==> config.mk <==
export PLATFORM = sky130hd
export DESIGN_NAME = adcc_top
export DESIGN_NICKNAME = d
export VERILOG_FILES = /design/src/common/adcc_pkg.sv /design/src/common/adcc_conv_if.sv /design/src/hw/adcc_sar.sv /design/src/hw/adcc_top.sv
export SDC_FILE = /design/constraint.sdc
export NUM_CORES = 1
export LEC_CHECK = 0
export BUFFER_PORTS_ARGS = -buffer_cell sky130_fd_sc_hd__buf_2
export CAP_MARGIN = 20
export CORE_ASPECT_RATIO = 1.2
export CORE_UTILIZATION = 45
export CTS_BUF_LIST = sky130_fd_sc_hd__clkbuf_8
export DETAILED_ROUTE_END_ITERATION = 12
export PLACE_DENSITY = 0.66
export SYNTH_ARGS = -nofsm -noshare
export SYNTH_HDL_FRONTEND = slang
export SYNTH_SLANG_ARGS = --single-unit
==> constraint.sdc <==
create_clock -name clock -period 2.49 [get_ports clock]
set_clock_uncertainty 0.1 [all_clocks]
set_input_delay 0.3735 -clock clock [delete_from_list [all_inputs] [get_ports clock]]
set_output_delay 0.3735 -clock clock [all_outputs]
set_load 0.01 [all_outputs]
==> src/common/adcc_pkg.sv <==
// Purpose: Shared constants, codes and decode functions for the converter control block
// Assumes: 8-bit register port, 10-bit conversion result
// Notes: Register offsets are indices on the plain register port
package adcc_pkg;
    localparam int ADDR_W = 4;
    localparam int DATA_W = 8;
    localparam int RES_W = 10;
    localparam int IRQ_W = 2;

    // Register offsets
    localparam logic [3:0] OFF_CTRL0 = 4'h0;
    localparam logic [3:0] OFF_CTRL1 = 4'h1;
    localparam logic [3:0] OFF_RES_HI = 4'h2;
    localparam logic [3:0] OFF_RES_LO = 4'h3;
    localparam logic [3:0] OFF_IRQ_STAT = 4'h4;
    localparam logic [3:0] OFF_IRQ_CLR = 4'h5;
    localparam logic [3:0] OFF_IRQ_EN = 4'h6;

    // converter_control_0 fields
    localparam int CTL0_EN_BIT = 0;
    localparam int CTL0_GO_BIT = 1;
    localparam int CTL0_CHAN_LSB = 2;
    // converter_control_1 fields
    localparam int CTL1_PREF_LSB = 0;
    localparam int CTL1_NREF_BIT = 2;
    localparam int CTL1_CLK_LSB = 4;
    localparam int CTL1_JUST_BIT = 7;

    // Reset values
    localparam logic [7:0] CTRL0_RST = 8'h00;
    localparam logic [7:0] CTRL1_RST = 8'h00;
    localparam logic [IRQ_W-1:0] IRQ_EN_RST = 2'h0;

    // Interrupt status bits
    localparam int IRQ_DONE_BIT = 0;
    localparam int IRQ_ABORT_BIT = 1;

    // Channel codes
    localparam logic [4:0] CHAN_LAST_STD = 5'h08;
    localparam logic [4:0] CHAN_LAST_WIDE = 5'h0B;
    localparam logic [4:0] CHAN_FIRST_RSVD = 5'h0C;
    localparam logic [4:0] CHAN_LAST_RSVD = 5'h1D;
    localparam logic [4:0] CHAN_DAC = 5'h1E;
    localparam logic [4:0] CHAN_FIXED_REF = 5'h1F;

    localparam logic [9:0] SAR_MSB_TRIAL = 10'h200;
    localparam logic [3:0] SAR_MSB_IDX = 4'h9;

    typedef enum logic [2:0] {
        CLK_DIV2 = 3'b000,
        CLK_DIV8 = 3'b001,
        CLK_DIV32 = 3'b010,
        CLK_RC = 3'b011,
        CLK_DIV4 = 3'b100,
        CLK_DIV16 = 3'b101,
        CLK_DIV64 = 3'b110,
        CLK_RC_ALT = 3'b111
    } adcc_clk_sel_t;

    function automatic logic is_rc(input logic [2:0] sel);
        return (sel == CLK_RC) || (sel == CLK_RC_ALT);
    endfunction

    // Low counter bits that must all be one for a divided tick
    function automatic logic [5:0] div_mask(input logic [2:0] sel);
        case (sel)
            CLK_DIV2: return 6'h01;
            CLK_DIV4: return 6'h03;
            CLK_DIV8: return 6'h07;
            CLK_DIV16: return 6'h0F;
            CLK_DIV32: return 6'h1F;
            CLK_DIV64: return 6'h3F;
            default: return 6'h00;
        endcase
    endfunction
endpackage

==> src/common/adcc_conv_if.sv <==
// Purpose: Link between register front end and successive-approximation engine
// Assumes: Single clock, all signals synchronous
// Notes: start, stop, kill and tick are one-cycle pulses
interface adcc_conv_if;
    logic start;
    logic stop;
    logic kill;
    logic tick;
    logic cmp_high;
    logic busy;
    logic done;
    logic res_valid;
    logic [9:0] result;
    logic [9:0] trial;

    modport eng (
        input start, stop, kill, tick, cmp_high,
        output busy, done, res_valid, result, trial
    );
    modport ctl (
        output start, stop, kill, tick, cmp_high,
        input busy, done, res_valid, result, trial
    );
endinterface

==> src/hw/adcc_sar.sv <==
// Purpose: Successive-approximation sequencer, one bit per conversion tick
// Assumes: Comparator input is valid at each tick for the trial word driven out
// Notes: Stop stores a partial word, kill drops the conversion silently
module adcc_sar (
    input wire logic clock,
    input wire logic rst_n,
    adcc_conv_if.eng cv
);
    import adcc_pkg::*;

    typedef enum logic [1:0] {
        ST_IDLE = 2'b00,
        ST_SAMPLE = 2'b01,
        ST_CONV = 2'b10
    } adcc_sar_st_t;

    typedef struct packed {
        adcc_sar_st_t st;
        logic [3:0] idx;
        logic [9:0] sar;
        logic [9:0] result;
        logic done;
        logic res_valid;
    } adcc_sar_state_t;

    adcc_sar_state_t q, d;

    // Unconverted bits copy the last converted bit
    function automatic logic [9:0] partial(input logic [9:0] s, input logic [3:0] idx);
        logic [9:0] r;
        logic last;
        r = 10'h000;
        last = (idx == SAR_MSB_IDX) ? 1'b0 : s[4'(idx + 4'h1)];
        for (int i = 0; i < RES_W; i++) begin
            r[i] = (4'(i) > idx) ? s[i] : last;
        end
        return r;
    endfunction

    always_comb begin
        d = q;
        d.done = 1'b0;
        d.res_valid = 1'b0;
        unique case (q.st)
            ST_IDLE: begin
                if (cv.start) begin
                    d.st = ST_SAMPLE;
                    d.sar = 10'h000;
                end
            end
            ST_SAMPLE: begin
                if (cv.kill) begin
                    d.st = ST_IDLE;
                end else if (cv.stop) begin
                    d.result = 10'h000;
                    d.res_valid = 1'b1;
                    d.st = ST_IDLE;
                end else if (cv.tick) begin
                    d.st = ST_CONV;
                    d.idx = SAR_MSB_IDX;
                    d.sar = SAR_MSB_TRIAL;
                end
            end
            ST_CONV: begin
                if (cv.kill) begin
                    d.st = ST_IDLE;
                end else if (cv.stop) begin
                    d.result = partial(q.sar, q.idx);
                    d.res_valid = 1'b1;
                    d.st = ST_IDLE;
                end else if (cv.tick) begin
                    d.sar[q.idx] = cv.cmp_high;
                    if (q.idx == 4'h0) begin
                        d.result = d.sar;
                        d.done = 1'b1;
                        d.res_valid = 1'b1;
                        d.st = ST_IDLE;
                    end else begin
                        d.sar[4'(q.idx - 4'h1)] = 1'b1;
                        d.idx = 4'(q.idx - 4'h1);
                    end
                end
            end
            default: d.st = ST_IDLE;
        endcase
    end

    always_ff @(posedge clock) begin
        if (!rst_n) begin
            q <= '0;
        end else begin
            q <= d;
        end
    end

    assign cv.busy = (q.st != ST_IDLE);
    assign cv.done = q.done;
    assign cv.res_valid = q.res_valid;
    assign cv.result = q.result;
    assign cv.trial = q.sar;
endmodule // adcc_sar

==> src/hw/adcc_top.sv <==
// Purpose: Register front end, clock selection and control for a 10-bit converter
// Assumes: Register port strobes are one cycle; comparator and rc tick are synchronous
// Notes: Read data stand only in the cycle after the read strobe
//
// Design decisions made here: the placing of the registers and the address-and-strobe port.
module adcc_top #(
    parameter bit WIDE_PKG = 1'b1
) (
    input wire logic clock,
    input wire logic rst_n,
    input wire logic [adcc_pkg::ADDR_W-1:0] reg_addr,
    input wire logic [adcc_pkg::DATA_W-1:0] reg_wdata,
    input wire logic reg_wr,
    input wire logic reg_rd,
    output logic [adcc_pkg::DATA_W-1:0] reg_rdata,
    input wire logic cpu_sleep,
    input wire logic rc_osc_tick,
    input wire logic comparator_high,
    output logic converter_power,
    output logic [adcc_pkg::RES_W-1:0] dac_trial,
    output logic input_connect,
    output logic [3:0] input_index,
    output logic route_dac,
    output logic route_fixed_ref,
    output logic neg_ref_sel,
    output logic [1:0] pos_ref_sel,
    output logic irq
);
    import adcc_pkg::*;

    typedef struct packed {
        logic [4:0] chan;
        logic go;
        logic en;
        logic just;
        logic [2:0] clk_sel;
        logic nref;
        logic [1:0] pref;
        logic [RES_W-1:0] result;
        logic [IRQ_W-1:0] irq_stat;
        logic [IRQ_W-1:0] irq_en;
        logic [DATA_W-1:0] rdata;
        logic [5:0] div_cnt;
        logic tick;
        logic start;
        logic stop;
        logic kill;
        logic sleep_off;
        logic in_conn;
        logic [3:0] in_idx;
        logic dac;
        logic fixed_ref;
    } adcc_top_state_t;

    adcc_top_state_t q, d;
    adcc_conv_if cv ();

    logic [7:0] res_hi_view;
    logic [7:0] res_lo_view;
    logic [5:0] mask;

    always_comb begin
        res_hi_view = q.just ? {6'h00, q.result[9:8]} : q.result[9:2];
        res_lo_view = q.just ? q.result[7:0] : {q.result[1:0], 6'h00};
    end

    always_comb begin
        d = q;
        d.start = 1'b0;
        d.stop = 1'b0;
        d.kill = 1'b0;
        mask = div_mask(q.clk_sel);

        // Conversion clock enable
        d.div_cnt = 6'(q.div_cnt + 6'h01);
        if (is_rc(q.clk_sel)) begin
            d.tick = rc_osc_tick;
        end else begin
            d.tick = ((q.div_cnt & mask) == mask);
        end

        // Read port, data valid one cycle only
        d.rdata = 8'h00;
        if (reg_rd) begin
            case (reg_addr)
                OFF_CTRL0: d.rdata = {1'b0, q.chan, q.go, q.en};
                OFF_CTRL1: d.rdata = {q.just, q.clk_sel, 1'b0, q.nref, q.pref};
                OFF_RES_HI: d.rdata = res_hi_view;
                OFF_RES_LO: d.rdata = res_lo_view;
                OFF_IRQ_STAT: d.rdata = {6'h00, q.irq_stat};
                OFF_IRQ_EN: d.rdata = {6'h00, q.irq_en};
                default: d.rdata = 8'h00;
            endcase
        end

        if (reg_wr) begin
            case (reg_addr)
                OFF_CTRL0: begin
                    d.chan = reg_wdata[CTL0_CHAN_LSB +: 5];
                    d.en = reg_wdata[CTL0_EN_BIT];
                    if (!reg_wdata[CTL0_EN_BIT]) begin
                        if (q.go) begin
                            d.go = 1'b0;
                            d.kill = 1'b1;
                        end
                    end else if (reg_wdata[CTL0_GO_BIT] && !q.go) begin
                        d.go = 1'b1;
                        d.start = 1'b1;
                    end else if (!reg_wdata[CTL0_GO_BIT] && q.go) begin
                        d.go = 1'b0;
                        d.stop = 1'b1;
                    end
                end
                OFF_CTRL1: begin
                    d.just = reg_wdata[CTL1_JUST_BIT];
                    d.clk_sel = reg_wdata[CTL1_CLK_LSB +: 3];
                    d.nref = reg_wdata[CTL1_NREF_BIT];
                    d.pref = reg_wdata[CTL1_PREF_LSB +: 2];
                end
                OFF_IRQ_CLR: d.irq_stat = q.irq_stat & ~reg_wdata[IRQ_W-1:0];
                OFF_IRQ_EN: d.irq_en = reg_wdata[IRQ_W-1:0];
                default: ;
            endcase
        end

        // Engine events; set wins over a clear in the same cycle
        if (cv.done) begin
            d.go = 1'b0;
            d.irq_stat[IRQ_DONE_BIT] = 1'b1;
        end
        if (cv.res_valid) begin
            d.result = cv.result;
        end
        if ((q.stop || q.kill) && cv.busy) begin
            d.irq_stat[IRQ_ABORT_BIT] = 1'b1;
        end

        // Sleep abort, enable bit left as is
        if (cpu_sleep && !is_rc(q.clk_sel)) begin
            d.sleep_off = 1'b1;
            if (q.go || d.go) begin
                d.go = 1'b0;
                d.start = 1'b0;
                d.stop = 1'b0;
                d.kill = 1'b1;
            end
        end else if (!cpu_sleep) begin
            d.sleep_off = 1'b0;
        end

        // Analog input routing
        d.in_conn = (q.chan <= CHAN_LAST_STD)
            || (WIDE_PKG && (q.chan <= CHAN_LAST_WIDE));
        d.in_idx = d.in_conn ? q.chan[3:0] : 4'h0;
        d.dac = (q.chan == CHAN_DAC);
        d.fixed_ref = (q.chan == CHAN_FIXED_REF);
    end

    always_ff @(posedge clock) begin
        if (!rst_n) begin
            q <= '0;
            q.chan <= CTRL0_RST[CTL0_CHAN_LSB +: 5];
            q.go <= CTRL0_RST[CTL0_GO_BIT];
            q.en <= CTRL0_RST[CTL0_EN_BIT];
            q.just <= CTRL1_RST[CTL1_JUST_BIT];
            q.clk_sel <= CTRL1_RST[CTL1_CLK_LSB +: 3];
            q.nref <= CTRL1_RST[CTL1_NREF_BIT];
            q.pref <= CTRL1_RST[CTL1_PREF_LSB +: 2];
            q.irq_en <= IRQ_EN_RST;
        end else begin
            q <= d;
        end
    end

    assign cv.start = q.start;
    assign cv.stop = q.stop;
    assign cv.kill = q.kill;
    assign cv.tick = q.tick;
    assign cv.cmp_high = comparator_high;

    adcc_sar u_sar (
        .clock(clock),
        .rst_n(rst_n),
        .cv(cv.eng)
    );

    assign reg_rdata = q.rdata;
    assign converter_power = q.en && !q.sleep_off;
    assign dac_trial = cv.trial;
    assign input_connect = q.in_conn;
    assign input_index = q.in_idx;
    assign route_dac = q.dac;
    assign route_fixed_ref = q.fixed_ref;
    assign neg_ref_sel = q.nref;
    assign pos_ref_sel = q.pref;
    assign irq = |(q.irq_stat & q.irq_en);

    logic wr_ctrl0;
    assign wr_ctrl0 = reg_wr && (reg_addr == OFF_CTRL0);
endmodule // adcc_top

==> insert_results.sql <==
INSERT INTO impl_metrics (metric_group, metric, value, unit) VALUES
('run_status', 'outcome', 'finished clean', ''),
('detailed_routing', 'finalWirelength', '11.3', 'mm'),
('detailed_routing', 'via_count', '4004', ''),
('clock_tree', 'cts.htree.levels', '3', ''),
('layout', 'filler_instances', '967', ''),
('pwr', 'ir_worst_vdd', '0.000218', 'V'),
('sta', 'worst_slew_pin_slew', '0.621', 'ns'),
('synthesis', 'synth-simple-area-share', '21.8', '%'),
('synthesis', 'synth_ff_type', 'sky130_fd_sc_hd__dfxtp_1', ''),
('sta', 'fin_crit', '2.34', 'ns'),
('pwr', 'total_switching_power', '602', 'uW'),
('die', 'fp.dieArea', '10700', 'um^2'),
('sta', 'timing_max_transition_violations_final', '0', ''),
('worst_setup_path', 'cell_type_of_the_slowest_stage_on_the_worst_timing_path', 'sky130_fd_sc_hd__ha_2', ''),
('layout', 'final_layout_size_suffix_gt1_share', '18.7', '%'),
('sta', 'grt_setup_unrepaired', 'no', ''),
('pwr', 'power_frac_clock', '43.3', '%'),
('grt', 'grt_antenna_before_repair', '0', ''),
('clock_tree', 'cts_hold_buffers', '0', ''),
('synthesis', 'synth_cells', '548', ''),
('placement', 'routability_congestion_estimate', '0.913', ''),
('synthesis', 'combinational_family_with_the_most_area_after_synthesis', 'simple AND/OR/NAND/NOR gates', ''),
('die', 'die-width', '94.4', 'um'),
('synthesis', 'synth.net_count', '585', ''),
('pwr', 'share_seq_of_total_power', '51.9', '%'),
('job', 'drv_cap', '0', ''),
('synthesis', 'post_synth_xor_area_fraction', '1.74', '%'),
('clock_tree', 'post_cts.resized_instances', '0', ''),
('min_path', 'hold_path.class', 'input port to flip-flop', ''),
('synthesis', 'synth_edf_count', '0', ''),
('synthesis', 'seq_area_frac_synth', '35.6', '%'),
('placement', 'detailed_place.area', '4810', 'um^2'),
('layout', 'area.growth.synth_to_final', '9.48', '%'),
('synthesis', 'compound_gate_fraction_of_synth_area', '17.4', '%'),
('synthesis', 'synth.area.mux_share', '9.50', '%'),
('worst_setup_path', 'critical_path.startpoint_type', 'flip-flop', ''),
('grt', 'grt_overflow_total', '0', ''),
('grt', 'grt_max_degree', '21', ''),
('detailed_routing', 'wl_per_cell', '16.0', 'um'),
('detailed_routing', 'first_iter_violations', '219', ''),
('sta', 'clock.fmax', '427', 'MHz'),
('detailed_routing', 'final_antenna_net_count', '0', ''),
('worst_setup_path', 'worstPathCellList', 'inv_1, ha_2, mux2_2, o311ai_2, o311ai_0, a221oi_1, nor3_1', ''),
('worst_setup_path', 'worst-path-max-fanout', '7', ''),
('detailed_routing', 'route.detailed.drc', '0', ''),
('sta', 'slew_headroom', '58.5', '%'),
('worst_setup_path', 'category_of_the_most_critical_setup_path', 'flip-flop to flip-flop', ''),
('die', 'boundaryPins', '49', ''),
('pwr', 'report.power.total', '2.56', 'mW'),
('synthesis', 'synthesis.area', '4610', 'um^2'),
('pwr', 'power.density', '508', 'nW/um^2'),
('pwr', 'swShare', '23.5', '%'),
('sta', 'setup_tns', '0', 'ns'),
('grt', 'grt_pass1_wl', '18.9', 'mm'),
('clock_tree', 'cts_max_path_buffers', '2', ''),
('grt', 'grt_pass1_vias', '3910', ''),
('clock_tree', 'tritoncts', 'built', ''),
('layout', 'mostFrequentLayoutCells', '80 x sky130_fd_sc_hd__dfxtp_1, 63 x sky130_fd_sc_hd__nor2_1, 60 x sky130_fd_sc_hd__nand2_1, 48 x sky130_fd_sc_hd__buf_2, 37 x sky130_fd_sc_hd__mux2i_1', ''),
('synthesis', 'synthAdderAreaFrac', '4.89', '%'),
('synthesis', 'synthDistinctLibCells', '69', ''),
('placement', 'port-buffer-count', '48', ''),
('layout', 'seq_area', '1640', 'um^2'),
('die', 'die_height', '113', 'um'),
('synthesis', 'postSynthRegisterBits', '82', ''),
('clock_tree', 'insertion_delay', '0.36', 'ns'),
('placement', 'dp.final_hpwl', '8.42', 'mm'),
('sta', 'finalSetupViolations', '0', ''),
('worst_setup_path', 'reg2reg_setup_slack', '0.15', 'ns'),
('pwr', 'power.internal', '1.96', 'mW'),
('grt', 'all_layer_gr_usage', '22.5', '%'),
('synthesis', 'synth_largest_area_cell', 'sky130_fd_sc_hd__dfxtp_1', '');
## state kept, by name, summed over array words and instances (netlist names)
name,cells
pos_ref_sel,2
cv.kill,1
u_sar.cv.done,1
input_connect,1
route_dac,1
route_fixed_ref,1
cv.stop,1
u_sar.cv.result,10
u_sar.q,6
q,32
cv.tick,1
u_sar.cv.trial,10
input_index,4
reg_rdata,8
u_sar.cv.res_valid,1
cv.start,1
neg_ref_sel,1
## worst paths after layout
path,startpoint,endpoint,cells past startpoint
max,u_sar.q[23]$_SDFFE_PN0P_,u_sar.cv.result[3]$_SDFFE_PN0P_,7
min,cpu_sleep,q[7]$_SDFFE_PN0P_,3
min reg2reg,q[49]$_SDFFE_PN0P_,route_dac$_SDFF_PN0_,1
max reg2reg,u_sar.q[23]$_SDFFE_PN0P_,u_sar.cv.result[3]$_SDFFE_PN0P_,7
## logic make-up (layout without fill, tap and decap cells)
group	after synthesis	count (layout)
and+or+nand+nor	207	207
AOI/OAI and AO/OA	121	121
DFF	82	82
buffers and inverters	70	101
muxes	43	43
adders and majority gates	18	18
xor gates and xnor gates	7	7
## cell type report
type	count	area share (%)
clock buffers	10	2.73
clock inverters	6	1.76
inverters	18	1.34
multi-input cells	396	50.9
flip-flops and latches	82	32.6
well taps	126	3.12
repair buffers	67	7.59
## power by group through the flow
stage | combinational (mW) | sequential [mW] | clock, mW
after floorplan | 0.0759 | 1.36 | 0
after global placement | 0.121 | 1.36 | 0
after detailed placement | 0.122 | 1.36 | 0
after CTS | 0.123 | 1.33 | 1.13
after global routing | 0.137 | 1.33 | 1.19
final | 0.123 | 1.33 | 1.11
## routing by layer
| metal | global-route usage [%] | share of wire (%) | vias up |
|---|---|---|---|
| met4 | 12.0 | 3.7 | 0 |
| li1 | - | - | 1964 |
| met1 | 27.8 | 43 | 1868 |
| met3 | 3.97 | 6.1 | 26 |
| met5 | 0 | 0 | - |
| met2 | 37.0 | 48 | 146 |
## critical path, delay by kind of cell (launching register included)
family	cells	cell delay, ns
AO/OA/AOI/OAI	3	0.78
adder cells (fa/ha/maj)	1	0.41
buffers and inverters	1	0.11
flip-flops	1	0.39
multiplexers	1	0.37
AND/OR/NAND/NOR	1	0.07
## stage by stage
stage | setup WS, ns | cells | util [%] | hold WS (ns)
after floorplan | 0.00616 | 548 | - | 0.313
after global placement | 0.171 | 689 | 48.3 | 0.326
after detailed placement | 0.0943 | 689 | 48.3 | 0.329
after CTS | 0.0586 | 705 | 50.6 | 0.116
after global routing | 0.0119 | 705 | 50.7 | 0.114
final | 0.151 | 705 | 50.7 | 0.127
## synthesized netlist by cell type, drive strengths merged (7+ instances only)
master	n
and2	9
nand3	16
o211ai	7
a22oi	7
nor2	64
o21ai	32
nor2b	8
dfxtp	82
a22o	8
ha	18
nand2	61
buf	36
a21oi	29
clkbuf	15
mux2i	37
nor3	11
inv	18
Note: power is estimated with default switching activity, not from simulation.
